## config.mk

```make
export PLATFORM = sky130hd
export DESIGN_NAME = dttc_top
export DESIGN_NICKNAME = d
export VERILOG_FILES = /design/src/include/dttc_pkg.sv /design/src/hdl/dttc_top.sv
export VERILOG_INCLUDE_DIRS = /design/src /design/src/include
export SDC_FILE = /design/constraint.sdc
export NUM_CORES = 1
export LEC_CHECK = 0
export ABC_AREA = 0
export BUFFER_PORTS_ARGS = -buffer_cell sky130_fd_sc_hd__buf_2
export CAP_MARGIN = 20
export CORE_AREA = 2 2 129 131
export CTS_CLUSTER_SIZE = 8
export DETAILED_ROUTE_END_ITERATION = 12
export DIE_AREA = 0 0 131 133
export GPL_TIMING_DRIVEN = 0
export MAX_ROUTING_LAYER = met4
export PLACE_DENSITY_LB_ADDON = 0.2
export SLEW_MARGIN = 10
export SYNTH_ARGS = -nofsm -noshare
export SYNTH_HDL_FRONTEND = slang
export SYNTH_SLANG_ARGS = --single-unit
```

## constraint.sdc

```tcl
create_clock -name ref_clk_i -period 11.6 [get_ports ref_clk_i]
set_clock_uncertainty 0.15 [all_clocks]
set_input_delay 2.9 -clock ref_clk_i [delete_from_list [all_inputs] [get_ports ref_clk_i]]
set_output_delay 2.9 -clock ref_clk_i [all_outputs]
set_load 0.01 [all_outputs]
```

## src/include/dttc_map.svh

```systemverilog
// register offsets, field positions and reset values of the timer bank
`ifndef DTTC_MAP_SVH
`define DTTC_MAP_SVH
`define DTTC_BANK_D 4'hD
`define DTTC_OFF_BYTE_CTRL 4'h0
`define DTTC_OFF_SHARED_CTRL 4'h1
`define DTTC_OFF_WORD_CTRL 4'h2
`define DTTC_OFF_BYTE_HIGH 4'h4
`define DTTC_OFF_BYTE_LOW 4'h5
`define DTTC_OFF_WORD_LOW 4'h6
`define DTTC_OFF_WORD_HIGH 4'h7
`define DTTC_OFF_WCAP_LOW 4'h8
`define DTTC_OFF_WCAP_HIGH 4'h9
`define DTTC_OFF_BCAP_LOW 4'hA
`define DTTC_OFF_BCAP_HIGH 4'hB
`define DTTC_BIT_ENABLE 7
`define DTTC_BIT_SINGLE 6
`define DTTC_BIT_STATUS 5
`define DTTC_BIT_IRQ_EN 1
`define DTTC_BIT_DEMOD 7
`define DTTC_BIT_BYTE_INIT 1
`define DTTC_BIT_WORD_INIT 0
`define DTTC_RST_BYTE 8'h00
`define DTTC_RST_WORD 16'h0000
`endif

```

## src/include/dttc_pkg.sv

```systemverilog
// types shared by the dual timer block
package dttc_pkg;
  typedef enum logic [1:0] {
    DTTC_IDLE = 2'b01,
    DTTC_RUN = 2'b10
  } dttc_state_type;

  typedef struct packed {
    logic wr;
    logic rd;
    logic [3:0] addr;
    logic [7:0] wdata;
  } dttc_req_type;
endpackage

```

## src/hdl/dttc_top.sv

```systemverilog
// dual timer: byte timer transmit, word timer transmit, capture registers
`timescale 1ns/1ps
`include "dttc_map.svh"

// Contract
// - enable drives initial level, loads matching reload
// - single pass: stop, toggle, status, optional irq
// - byte modulo first terminal count toggles without irq; word modulo raises status and irq at every terminal count
// - byte modulo reloads by level, word modulo reloads its one value; toggles, status, irq
// - reload writes reach counter only at load
// - count zero wraps for full period
// - byte capture high counts ones, low zeros
// - word capture split into high, low bytes
// - registers reached only through bank D
// - word timer loads high*256 plus low
// - mode bit picks transmit or demodulation
module dttc_top (
  input wire logic ref_clk_i,
  input wire logic rst_i,
  input wire logic [7:0] register_pointer_i,
  input wire dttc_pkg::dttc_req_type req_i,
  input wire logic measured_i,
  output logic [7:0] rdata_o,
  output logic byte_timer_output_o,
  output logic word_timer_output_o,
  output logic byte_irq_o,
  output logic word_irq_o
);
  dttc_pkg::dttc_state_type bst_q, bst_d, wst_q, wst_d;
  logic [7:0] bctl_q, bctl_d, sctl_q, sctl_d, wctl_q, wctl_d;
  logic [7:0] bhi_q, bhi_d, blo_q, blo_d, whi_q, whi_d, wlo_q, wlo_d;
  logic [7:0] bcnt_q, bcnt_d;
  logic [15:0] wcnt_q, wcnt_d;
  logic bout_q, bout_d, wout_q, wout_d, first_q, first_d;
  logic birq_q, birq_d, wirq_q, wirq_d;
  logic [7:0] rdata_q, rdata_d;
  logic [7:0] bcap_hi_q, bcap_hi_d, bcap_lo_q, bcap_lo_d;
  logic [15:0] wcap_q, wcap_d, mcnt_q, mcnt_d;
  logic [7:0] bmcnt_q, bmcnt_d;
  logic sync1_q, sync2_q, sync3_q;
  logic bank_ok, wr_ok, rd_ok, demod;
  logic bstart, wstart, bzero, wzero;
  logic bclr, wclr;

  assign bank_ok = register_pointer_i[3:0] == `DTTC_BANK_D;
  assign wr_ok = req_i.wr && bank_ok;
  assign rd_ok = req_i.rd && bank_ok;
  assign demod = sctl_q[`DTTC_BIT_DEMOD];

  always_comb begin
    bctl_d = bctl_q;
    sctl_d = sctl_q;
    wctl_d = wctl_q;
    bhi_d = bhi_q;
    blo_d = blo_q;
    whi_d = whi_q;
    wlo_d = wlo_q;
    bcnt_d = bcnt_q;
    wcnt_d = wcnt_q;
    bout_d = bout_q;
    wout_d = wout_q;
    first_d = first_q;
    bst_d = bst_q;
    wst_d = wst_q;
    birq_d = 1'b0;
    wirq_d = 1'b0;
    rdata_d = rdata_q;
    bstart = 1'b0;
    wstart = 1'b0;
    bclr = 1'b0;
    wclr = 1'b0;
    // reload writes land in holding registers only
    if (wr_ok) begin
      case (req_i.addr)
        `DTTC_OFF_BYTE_CTRL: begin
          bstart = req_i.wdata[`DTTC_BIT_ENABLE] &&
                   !bctl_q[`DTTC_BIT_ENABLE];
          bclr = req_i.wdata[`DTTC_BIT_STATUS];
          bctl_d = {req_i.wdata[7:6], bctl_q[5], req_i.wdata[4:0]};
        end
        `DTTC_OFF_SHARED_CTRL: sctl_d = req_i.wdata;
        `DTTC_OFF_WORD_CTRL: begin
          wstart = req_i.wdata[`DTTC_BIT_ENABLE] &&
                   !wctl_q[`DTTC_BIT_ENABLE];
          wclr = req_i.wdata[`DTTC_BIT_STATUS];
          wctl_d = {req_i.wdata[7:6], wctl_q[5], req_i.wdata[4:0]};
        end
        `DTTC_OFF_BYTE_HIGH: bhi_d = req_i.wdata;
        `DTTC_OFF_BYTE_LOW: blo_d = req_i.wdata;
        `DTTC_OFF_WORD_LOW: wlo_d = req_i.wdata;
        `DTTC_OFF_WORD_HIGH: whi_d = req_i.wdata;
        default: ;
      endcase
    end
    // status clear is write-one; a same-cycle set below wins
    if (bclr) begin
      bctl_d[`DTTC_BIT_STATUS] = 1'b0;
    end
    if (wclr) begin
      wctl_d[`DTTC_BIT_STATUS] = 1'b0;
    end
    if (wr_ok && req_i.addr == `DTTC_OFF_BYTE_CTRL &&
        !req_i.wdata[`DTTC_BIT_ENABLE]) begin
      bst_d = dttc_pkg::DTTC_IDLE;
    end
    if (wr_ok && req_i.addr == `DTTC_OFF_WORD_CTRL &&
        !req_i.wdata[`DTTC_BIT_ENABLE]) begin
      wst_d = dttc_pkg::DTTC_IDLE;
    end

    // byte timer; a count of one is never programmed by software
    // zero wraps through FF, so an initial zero gives 256 steps
    bzero = (bst_q == dttc_pkg::DTTC_RUN) && (bcnt_q == 8'h01);
    case (bst_q)
      dttc_pkg::DTTC_IDLE: ;
      dttc_pkg::DTTC_RUN: begin
        bcnt_d = bcnt_q - 8'h01;
        if (bzero) begin
          bout_d = !bout_q;
          if (bctl_q[`DTTC_BIT_SINGLE]) begin
            bst_d = dttc_pkg::DTTC_IDLE;
            bctl_d[`DTTC_BIT_ENABLE] = 1'b0;
            bctl_d[`DTTC_BIT_STATUS] = 1'b1;
            birq_d = bctl_q[`DTTC_BIT_IRQ_EN];
          end else begin
            bcnt_d = bout_q ? blo_q : bhi_q;
            first_d = 1'b0;
            if (!first_q) begin
              bctl_d[`DTTC_BIT_STATUS] = 1'b1;
              birq_d = bctl_q[`DTTC_BIT_IRQ_EN];
            end
          end
        end
      end
      default: bst_d = dttc_pkg::DTTC_IDLE;
    endcase
    if (bstart && !demod) begin
      bst_d = dttc_pkg::DTTC_RUN;
      bout_d = sctl_q[`DTTC_BIT_BYTE_INIT];
      bcnt_d = sctl_q[`DTTC_BIT_BYTE_INIT] ? bhi_q : blo_q;
      first_d = 1'b1;
    end

    // word timer, single reload value in both modes
    wzero = (wst_q == dttc_pkg::DTTC_RUN) && (wcnt_q == 16'h0001);
    case (wst_q)
      dttc_pkg::DTTC_IDLE: ;
      dttc_pkg::DTTC_RUN: begin
        wcnt_d = wcnt_q - 16'h0001;
        if (wzero) begin
          wout_d = !wout_q;
          wctl_d[`DTTC_BIT_STATUS] = 1'b1;
          wirq_d = wctl_q[`DTTC_BIT_IRQ_EN];
          if (wctl_q[`DTTC_BIT_SINGLE]) begin
            wst_d = dttc_pkg::DTTC_IDLE;
            wctl_d[`DTTC_BIT_ENABLE] = 1'b0;
          end else begin
            wcnt_d = {whi_q, wlo_q};
          end
        end
      end
      default: wst_d = dttc_pkg::DTTC_IDLE;
    endcase
    if (wstart && !demod) begin
      wst_d = dttc_pkg::DTTC_RUN;
      wout_d = sctl_q[`DTTC_BIT_WORD_INIT];
      wcnt_d = {whi_q, wlo_q};
    end

    if (rd_ok) begin
      case (req_i.addr)
        `DTTC_OFF_BYTE_CTRL: rdata_d = bctl_q;
        `DTTC_OFF_SHARED_CTRL: rdata_d = sctl_q;
        `DTTC_OFF_WORD_CTRL: rdata_d = wctl_q;
        `DTTC_OFF_BYTE_HIGH: rdata_d = bhi_q;
        `DTTC_OFF_BYTE_LOW: rdata_d = blo_q;
        `DTTC_OFF_WORD_LOW: rdata_d = wlo_q;
        `DTTC_OFF_WORD_HIGH: rdata_d = whi_q;
        `DTTC_OFF_WCAP_LOW: rdata_d = wcap_q[7:0];
        `DTTC_OFF_WCAP_HIGH: rdata_d = wcap_q[15:8];
        `DTTC_OFF_BCAP_LOW: rdata_d = bcap_lo_q;
        `DTTC_OFF_BCAP_HIGH: rdata_d = bcap_hi_q;
        default: rdata_d = 8'h00;
      endcase
    end
  end

  always_ff @(posedge ref_clk_i or posedge rst_i) begin
    if (rst_i) begin
      bst_q <= dttc_pkg::DTTC_IDLE;
      wst_q <= dttc_pkg::DTTC_IDLE;
      bctl_q <= `DTTC_RST_BYTE;
      sctl_q <= `DTTC_RST_BYTE;
      wctl_q <= `DTTC_RST_BYTE;
      bhi_q <= `DTTC_RST_BYTE;
      blo_q <= `DTTC_RST_BYTE;
      whi_q <= `DTTC_RST_BYTE;
      wlo_q <= `DTTC_RST_BYTE;
      bcnt_q <= `DTTC_RST_BYTE;
      wcnt_q <= `DTTC_RST_WORD;
      bout_q <= 1'b0;
      wout_q <= 1'b0;
      first_q <= 1'b0;
      birq_q <= 1'b0;
      wirq_q <= 1'b0;
      rdata_q <= `DTTC_RST_BYTE;
    end else begin
      bst_q <= bst_d;
      wst_q <= wst_d;
      bctl_q <= bctl_d;
      sctl_q <= sctl_d;
      wctl_q <= wctl_d;
      bhi_q <= bhi_d;
      blo_q <= blo_d;
      whi_q <= whi_d;
      wlo_q <= wlo_d;
      bcnt_q <= bcnt_d;
      wcnt_q <= wcnt_d;
      bout_q <= bout_d;
      wout_q <= wout_d;
      first_q <= first_d;
      birq_q <= birq_d;
      wirq_q <= wirq_d;
      rdata_q <= rdata_d;
    end
  end

  // capture: measure each level run of the synced input
  always_comb begin
    bcap_hi_d = bcap_hi_q;
    bcap_lo_d = bcap_lo_q;
    wcap_d = wcap_q;
    bmcnt_d = bmcnt_q + 8'h01;
    mcnt_d = mcnt_q + 16'h0001;
    if (!demod) begin
      bmcnt_d = 8'h00;
      mcnt_d = 16'h0000;
    end else if (sync2_q != sync3_q) begin
      if (sync3_q) begin
        bcap_hi_d = bmcnt_q;
      end else begin
        bcap_lo_d = bmcnt_q;
      end
      wcap_d = mcnt_q;
      // the edge cycle already belongs to the next run
      bmcnt_d = 8'h01;
      mcnt_d = 16'h0001;
    end
  end

  // counters wrap on overlong runs; no saturation kept for area
  always_ff @(posedge ref_clk_i or posedge rst_i) begin
    if (rst_i) begin
      sync1_q <= 1'b0;
      sync2_q <= 1'b0;
      sync3_q <= 1'b0;
      bcap_hi_q <= `DTTC_RST_BYTE;
      bcap_lo_q <= `DTTC_RST_BYTE;
      wcap_q <= `DTTC_RST_WORD;
      bmcnt_q <= `DTTC_RST_BYTE;
      mcnt_q <= `DTTC_RST_WORD;
    end else begin
      sync1_q <= measured_i;
      sync2_q <= sync1_q;
      sync3_q <= sync2_q;
      bcap_hi_q <= bcap_hi_d;
      bcap_lo_q <= bcap_lo_d;
      wcap_q <= wcap_d;
      bmcnt_q <= bmcnt_d;
      mcnt_q <= mcnt_d;
    end
  end

  assign rdata_o = rdata_q;
  assign byte_timer_output_o = bout_q;
  assign word_timer_output_o = wout_q;
  assign byte_irq_o = birq_q;
  assign word_irq_o = wirq_q;
endmodule

```

## Word level (Yosys, flattened, before mapping)

Index checks and enable logic that the tools add are counted.

- Add/subtract/negate cells: 4
- Equality and inequality tests: 19
- Muxes and demuxes: 67
- Bitwise logic cells: 1
- Reduce and logical (&&, ||, !) cells: 36

Operator list:

| cell | number |
|---|---|
| $mux W16 | 6 |
| $mux W8 | 12 |
| $pmux W8 S11 | 1 |
| $mux W1 | 38 |
| $eq A4 B4 Y1 const B | 5 |
| $reduce_and A2 Y1 | 10 |
| $add A16 B1 Y16 const B | 1 |
| $eq A16 B1 Y1 const B | 1 |
| $eq A4 B3 Y1 const B | 4 |
| $mux W2 | 8 |
| $sub A16 B1 Y16 const B | 1 |
| $logic_and A1 B1 Y1 | 12 |
| $reduce_and A3 Y1 | 3 |
| $add A8 B1 Y8 const B | 1 |
| $eq A8 B1 Y1 const B | 1 |
| $pmux W2 S2 | 2 |
| $reduce_bool A2 Y1 | 4 |
| $sub A8 B1 Y8 const B | 1 |
| $logic_not A1 Y1 | 6 |
| $eq A2 B1 Y1 const B | 2 |
| $eq A2 B2 Y1 const B | 2 |
| $eq A4 B1 Y1 const B | 1 |
| $eq A4 B2 Y1 const B | 1 |
| $logic_not A4 Y1 | 1 |
| 3 further kinds | 3 |

- Register bits: 156
- Output and inout port bits: 12
- Word-level logic and storage cells: 154

## Longest topological paths before layout

Gate-level depths: netlist of the first run.

- Depth in word-level cells: 9
- Mapped depth: 11
- Gate-level depth less buffers: 8

## Worst setup path after synthesis of the first run

Ideal clock, no wire load.

- Kind: input to register
- Start: input port req_i[7] (netlist bit)
- End: register wcnt_q[1]
- Library setup time: 0.135 ns
- Arrival: 4.460 ns
- Setup slack: 6.855 ns
- Cell stages on the path: 9
- Buffers on the path: 4
- Path through: buf_4 or3b_1 or3_1 buf_6 o31a_4 buf_6 buf_2 o211ai_1 o21ai_0

- Word-level cells in the longest chain between the ends: 5
- Elaborated cells between the ends (all ways): 6

RTL lines:

| element | RTL line | RTL |
|---|---|---|
| start, declared | dttc_top.sv:21 | `input wire dttc_pkg::dttc_req_type req_i,` |
| $logic_and A1 B1 Y1 (*) | dttc_top.sv:83 | `` wstart = req_i.wdata[`DTTC_BIT_ENABLE] && `` |
| $mux W1 (*) | dttc_top.sv:74 | `case (req_i.addr)` |
| $mux W1 (*) | dttc_top.sv:73 | `if (wr_ok) begin` |
| $logic_and A1 B1 Y1 (*) | dttc_top.sv:164 | `if (wstart && !demod) begin` |
| $mux W16 or $reduce_bool A2 Y1 (tied branches) | n/a |  |
| end signal, assigned | dttc_top.sv:200 | `` wcnt_q <= `DTTC_RST_WORD; `` |
| end signal, assigned | dttc_top.sv:218 | `wcnt_q <= wcnt_d;` |
| end, declared | dttc_top.sv:33 | `logic [15:0] wcnt_q, wcnt_d;` |

Mark *: on every way between the ends. The rest lies on a longest branch, timed or not.
A chain may end at the register's enable or synchronous reset.

## Worst setup path after layout of the first run

- Start: input port req_i[9] (netlist bit)
- End: register whi_q[4]

- Word-level cells in the longest chain between the ends: 2

RTL lines:

| element | RTL line | RTL |
|---|---|---|
| $eq A4 B3 Y1 | dttc_top.sv:74 |  |
| $reduce_and A2 Y1 (no line) | n/a |  |
| end signal, assigned | dttc_top.sv:197 | `` whi_q <= `DTTC_RST_BYTE; `` |
| end signal, assigned | dttc_top.sv:215 | `whi_q <= whi_d;` |
| end, declared | dttc_top.sv:31 | `logic [7:0] bhi_q, bhi_d, blo_q, blo_d, whi_q, whi_d, wlo_q, wlo_d;` |

No other way between the ends.

==> metrics.txt, run 1 <==
top cell type by total area after synthesis=dfrtp_1; clock tree from TritonCTS=built; outcome=finished clean; PortBufs=30; Fmax=199 MHz; Vias=5888; Setup Viol. Count Final=0; Initial Util=0.486; reg-to-reg critical path startpoint=wcnt_q[4]; first-pass GRT wire length=33.3 mm; overall die area=0.0174 mm2; die width=131 um; CP Max Fanout=10; mapped cell area=0.00786 mm2; worst vdd ir=0.000118 V; final WL=20.6 mm; Final ANT Viol Nets=0; Num CTS Buffers=17; critical path required time=11.76 ns; share of layout cells above drive strength 1=0.221; FF-to-FF End=wcnt_q[13]; slew margin rel.=0.315; yosys warns=0; DRC Markers=0; Syn Nets=750; Root Buffer=clkbuf_16; largest net degree at the start of global routing=90; Slew Viols, Final=0; Async S/R FF share, synth=1.00; Final min period=5.03 ns; register area share after synthesis=0.497; GP Congestion=0.919; CP max-delay cell=nand3_1; Yosys reg bits=156; Cell Chain, Critical Path=buf_2, buf_2, buf_1, clkbuf_1, nand3_1, mux2_2; initial drt markers=583; Startpoint Class=input pin; Slew @ Worst Pin=1.02 ns; count leader, synth=dfrtp_1; drt first pass iters=6; Min Hold Slack=0.204 ns; Hold-fix buffers, CTS=0; unrepaired setup endpoints after global routing=false; post-CTS sizing=0; vias in the first global route=6082; setup TNS=0 ns; Post-synth top cells=dfrtp_1 (154), mux2_2 (89), nand2_1 (51); setup bufs post-CTS=0; initial antenna violation count=0; post-synthesis area per instance=11.0 um2; Max-Cap Viols=0; Synth area leaders=dfrtp_1 (49%), mux2_2 (13%), mux2i_1 (3.2%); Reg2Reg Depth=6; predominant post-synthesis flop cell=dfrtp_1; Clock Sinks=156; Die Y=133 um; H-tree Lvls=4; kind of critical path=in -> reg; P&R area growth vs syn=13.8%; Leak Pwr=0.00416 uW; Vias per Instance=5.92; Clock Latency Late Sink=0.43 ns; Synth top area share=0.490; Reg clk slew, reported paths=0.06 ns; Final Net Count=800; r2r setup slk=8.72 ns; crit share post-route=0.433; WHS Endpoint=sync2_q; number of distinct library cells after synthesis=63; Mapped Cells=712; WHS Path Cells=0; Worst EP arrival=5.18 ns; Hold WC Path Type=reg -> reg; Total GRT Usage=0.259; wire per inst=20.7 um; DP Wirelength=14.7 mm; Hold Violations, Final=0; core footprint=0.0162 mm2; Critical Path Most Common Cell=buf_2; row count=47; Worst Hold Launch=sync1_q; Post-synth EDFFs=0; n_diodes=0; total congestion overflow=0; Worst path max stage delay=0.50 ns; CTS max path bufs=2; # IOs=37; launch point of the worst path=req_i[9]; endpoint type of the worst setup path=flop; PwrDens=143 mW/mm2
## sequential cells by signal (all words and copies together) (netlist names), 8 cells and up
signal / flops
bcap_hi_q: 8
bcap_lo_q: 8
bcnt_q: 8
bctl_q: 8
bhi_q: 8
blo_q: 8
bmcnt_q: 8
mcnt_q: 16
rdata_o: 8
sctl_q: 8
wcap_q: 16
wcnt_q: 16
wctl_q: 8
whi_q: 8
wlo_q: 8
## worst max-delay path, delay by kind of cell
kind	cells	cell delay (ns)
buf+inv	4	1.34
simple gates	1	0.50
mux	1	0.43
## area by class of cell
cell class | count | area, um2
multi-input cells | 501 | 3700
flip-flops and latches | 156 | 3910
repair buffers | 31 | 178
well taps | 220 | 275
clock inverters | 11 | 154
clock buffers | 21 | 470
inverters | 18 | 75.1
fillers | 1402 | 7230
plain buffers | 37 | 188
## power breakdown
| part | total [uW] | leakage (uW) | switching, uW | internal, uW |
|---|---|---|---|---|
| sequential | 584 | 0.00209 | 18.8 | 565 |
| combinational | 106 | 0.00177 | 64.8 | 41.0 |
| clock | 592 | 0.000301 | 233 | 359 |
## worst max path at each step
stage | endpoint | slack, ns
2_1_floorplan | bcap_hi_q[0] | 4.35
5_1_grt | whi_q[0] | 6.47
3_3_place_gp | byte_timer_output_o | 2.69
4_1_cts | whi_q[0] | 6.68
3_5_place_dp | whi_q[0] | 6.23
6_report | whi_q[4] | 6.57
## per-layer routing
metal	global-route usage	up-vias	wire length (um)
li1	-	2699	-
met1	0.357	2957	9330
met2	0.383	181	9670
met3	0.0477	51	955
met4	0.0969	0	684
met5	-	-	0
## kinds of logic (layout without fill, tap and decap cells)
logic type / after synthesis / after routing / share of synthesized area
xor+xnor: 31 / 31 / 0.0345
mux: 116 / 116 / 0.165
buf+inv: 55 / 118 / 0.0325
flops: 156 / 156 / 0.497
simple gates: 201 / 201 / 0.133
fa+ha+maj: 13 / 13 / 0.0207
compound gates: 140 / 140 / 0.118
## metrics by stage
stage	instance area [um2]	util	setup WS (ns)	instances	total power (uW)
3_5_place_dp	8320	0.515	6.23	963	698
3_3_place_gp	8290	0.512	2.69	962	693
2_1_floorplan	7860	-	4.35	712	659
6_report	8950	0.553	6.57	995	1280
5_1_grt	8950	0.553	6.47	995	1330
4_1_cts	8950	0.553	6.68	995	1290
## placed cells by master (no fill, tap or decap), types with 4 or more instances in the layout
cell type  instances
dfrtp_1          154
mux2_2            89
nand2_1           51
nor2_1            43
a21oi_1           41
buf_2             33
nand3_1           31
o21ai_0           27
mux2i_1           25
clkbuf_1          25
inv_1             17
xor2_1            17
clkbuf_16         17
xnor2_1           14
a22o_1            13
ha_1              13
and3_1            12
nor2b_1           12
nand2b_1           9
a211oi_1           9
a22oi_1            8
o211ai_1           8
nor4_1             6
nand3b_1           5
o21ai_1            5
nand4_1            5
nor3_1             5
buf_6              5
or3_1              4
inv_6              4
Note: power is estimated with default switching activity, not from simulation.
==> run 2: changes to the inputs <==
Clock period 11.6 ns to 4.27 ns, I/O delays scaled along.
==> run 2 against run 1 <==
  * Clock-buffer cell count down 1
  * Critical path depth unchanged
  * Global-route usage up 0.48 points
  * Routed wire length down 0.21%
  * Worst setup slack worse by 5.6 ns
  * Die area unchanged
  * Largest cell class unchanged
  * Largest power group unchanged
==> metrics.txt, run 2 (synthesis gave the netlist of run 1 again) <==
slew margin rel.=0.267; most common cell after layout, fill and taps aside=dfrtp_1; Hold WC Path Type=reg -> reg; Startpoint Class=input pin; Final min period=3.25 ns; Vias per Instance=5.95; GRT met2 Usage=0.398; # IOs=37; clock tree from TritonCTS=built; first-pass GRT wire length=34.0 mm; Final Net Count=803; busiest grt layer=met2; die width=131 um; PortBufs=30; Num CTS Buffers=17; Slew @ Worst Pin=1.09 ns; total congestion overflow=0; vias in the first global route=6159; initial drt markers=520; post-CTS sizing=0; kind of critical path=in -> reg; H-tree Lvls=4; CP Max Fanout=10; endpoint type of the worst setup path=flop; met1 usage in global routing=0.359; share of layout cells above drive strength 1=0.221; largest net degree at the start of global routing=39; setup bufs post-CTS=0; crit share post-route=0.760; Initial Util=0.486; Setup Viol. Count Final=0; Reg clk slew, reported paths=0.06 ns; PwrDens=387 mW/mm2; most frequent cells in the layout=dfrtp_1 (154), mux2_2 (89), nand2_1 (51); GP Congestion=0.897; Vias=5932; Final Power=3470 uW; core footprint=0.0162 mm2; overall die area=0.0174 mm2; unrepaired setup endpoints after global routing=false; DP Wirelength=14.9 mm; Leak Pwr=0.00417 uW; Final ANT Viol Nets=0; row count=47; CTS max path bufs=2; Clock Latency Late Sink=0.43 ns; worst vdd ir=0.000302 V; setup TNS=0 ns; Hold-fix buffers, CTS=0; met3 Use GR=0.0453; Root Buffer=clkbuf_16; Die Y=133 um; Clock Sinks=156; wire per inst=20.7 um; critical path required time=4.43 ns; outcome=finished clean; Hold Violations, Final=0; Max-Cap Viols=0; Total GRT Usage=0.264; Min Hold Slack=0.206 ns; Worst EP arrival=3.40 ns; initial antenna violation count=0; Slew Viols, Final=0; Largest regs=mcnt_q x16, wcap_q x16, wcnt_q x16; DRC Markers=0; Fmax=308 MHz; n_diodes=0; drt first pass iters=5; final WL=20.6 mm; P&R area growth vs syn=14.3%
## run 2: per-layer routing
layer	up-vias	wire, um
li1	2688	-
met1	3043	9370
met2	162	9780
met3	39	807
met4	0	638
met5	-	0
## run 2: area by class of cell
class	count	area, um2
Sequential cell	156	3910
Fill cell	1396	7190
Inverter	18	71.3
Buffer	37	188
Multi-Input combinational cell	501	3700
Clock inverter	11	166
Clock buffer	20	447
Tap cell	220	275
Timing Repair Buffer	34	230
## run 2: stage by stage
stage                     cell area, um2  worst slack, ns   util  instances
after floorplan                     7870             1.08      -        712
after detailed placement            8370            0.695  0.518        966
final                               8980             1.02  0.556        997
after global routing                8980            0.993  0.556        997
after global placement              8290            0.146  0.513        962
after CTS                           8980             1.15  0.556        997
## run 2: worst paths after layout
kind / from / to / slack, ns / depth (start not counted)
max: req_i[9] / whi_q[2] / 1.02 / 6
min: sync1_q / sync2_q / 0.21 / 0
min in group asynchronous: rst_i / bmcnt_q[7] / 0.57 / 2
max reg2reg: wcnt_q[4] / wcnt_q[13] / 1.32 / 6
min reg2reg: sync1_q / sync2_q / 0.21 / 0
max in group asynchronous: rst_i / bst_q[0] / 2.27 / 5
## run 2: where the power goes
| group | switching, uW | total [uW] | internal [uW] |
|---|---|---|---|
| sequential | 50.9 | 1590 | 1540 |
| combinational | 176 | 292 | 116 |
| clock | 608 | 1600 | 989 |
## run 2: critical path, cell delays in order
cell and delay, ns:
buf_2 0.13, buf_2 0.25, buf_1 0.50, clkbuf_1 0.46
nand3_1 0.54, mux2_2 0.44
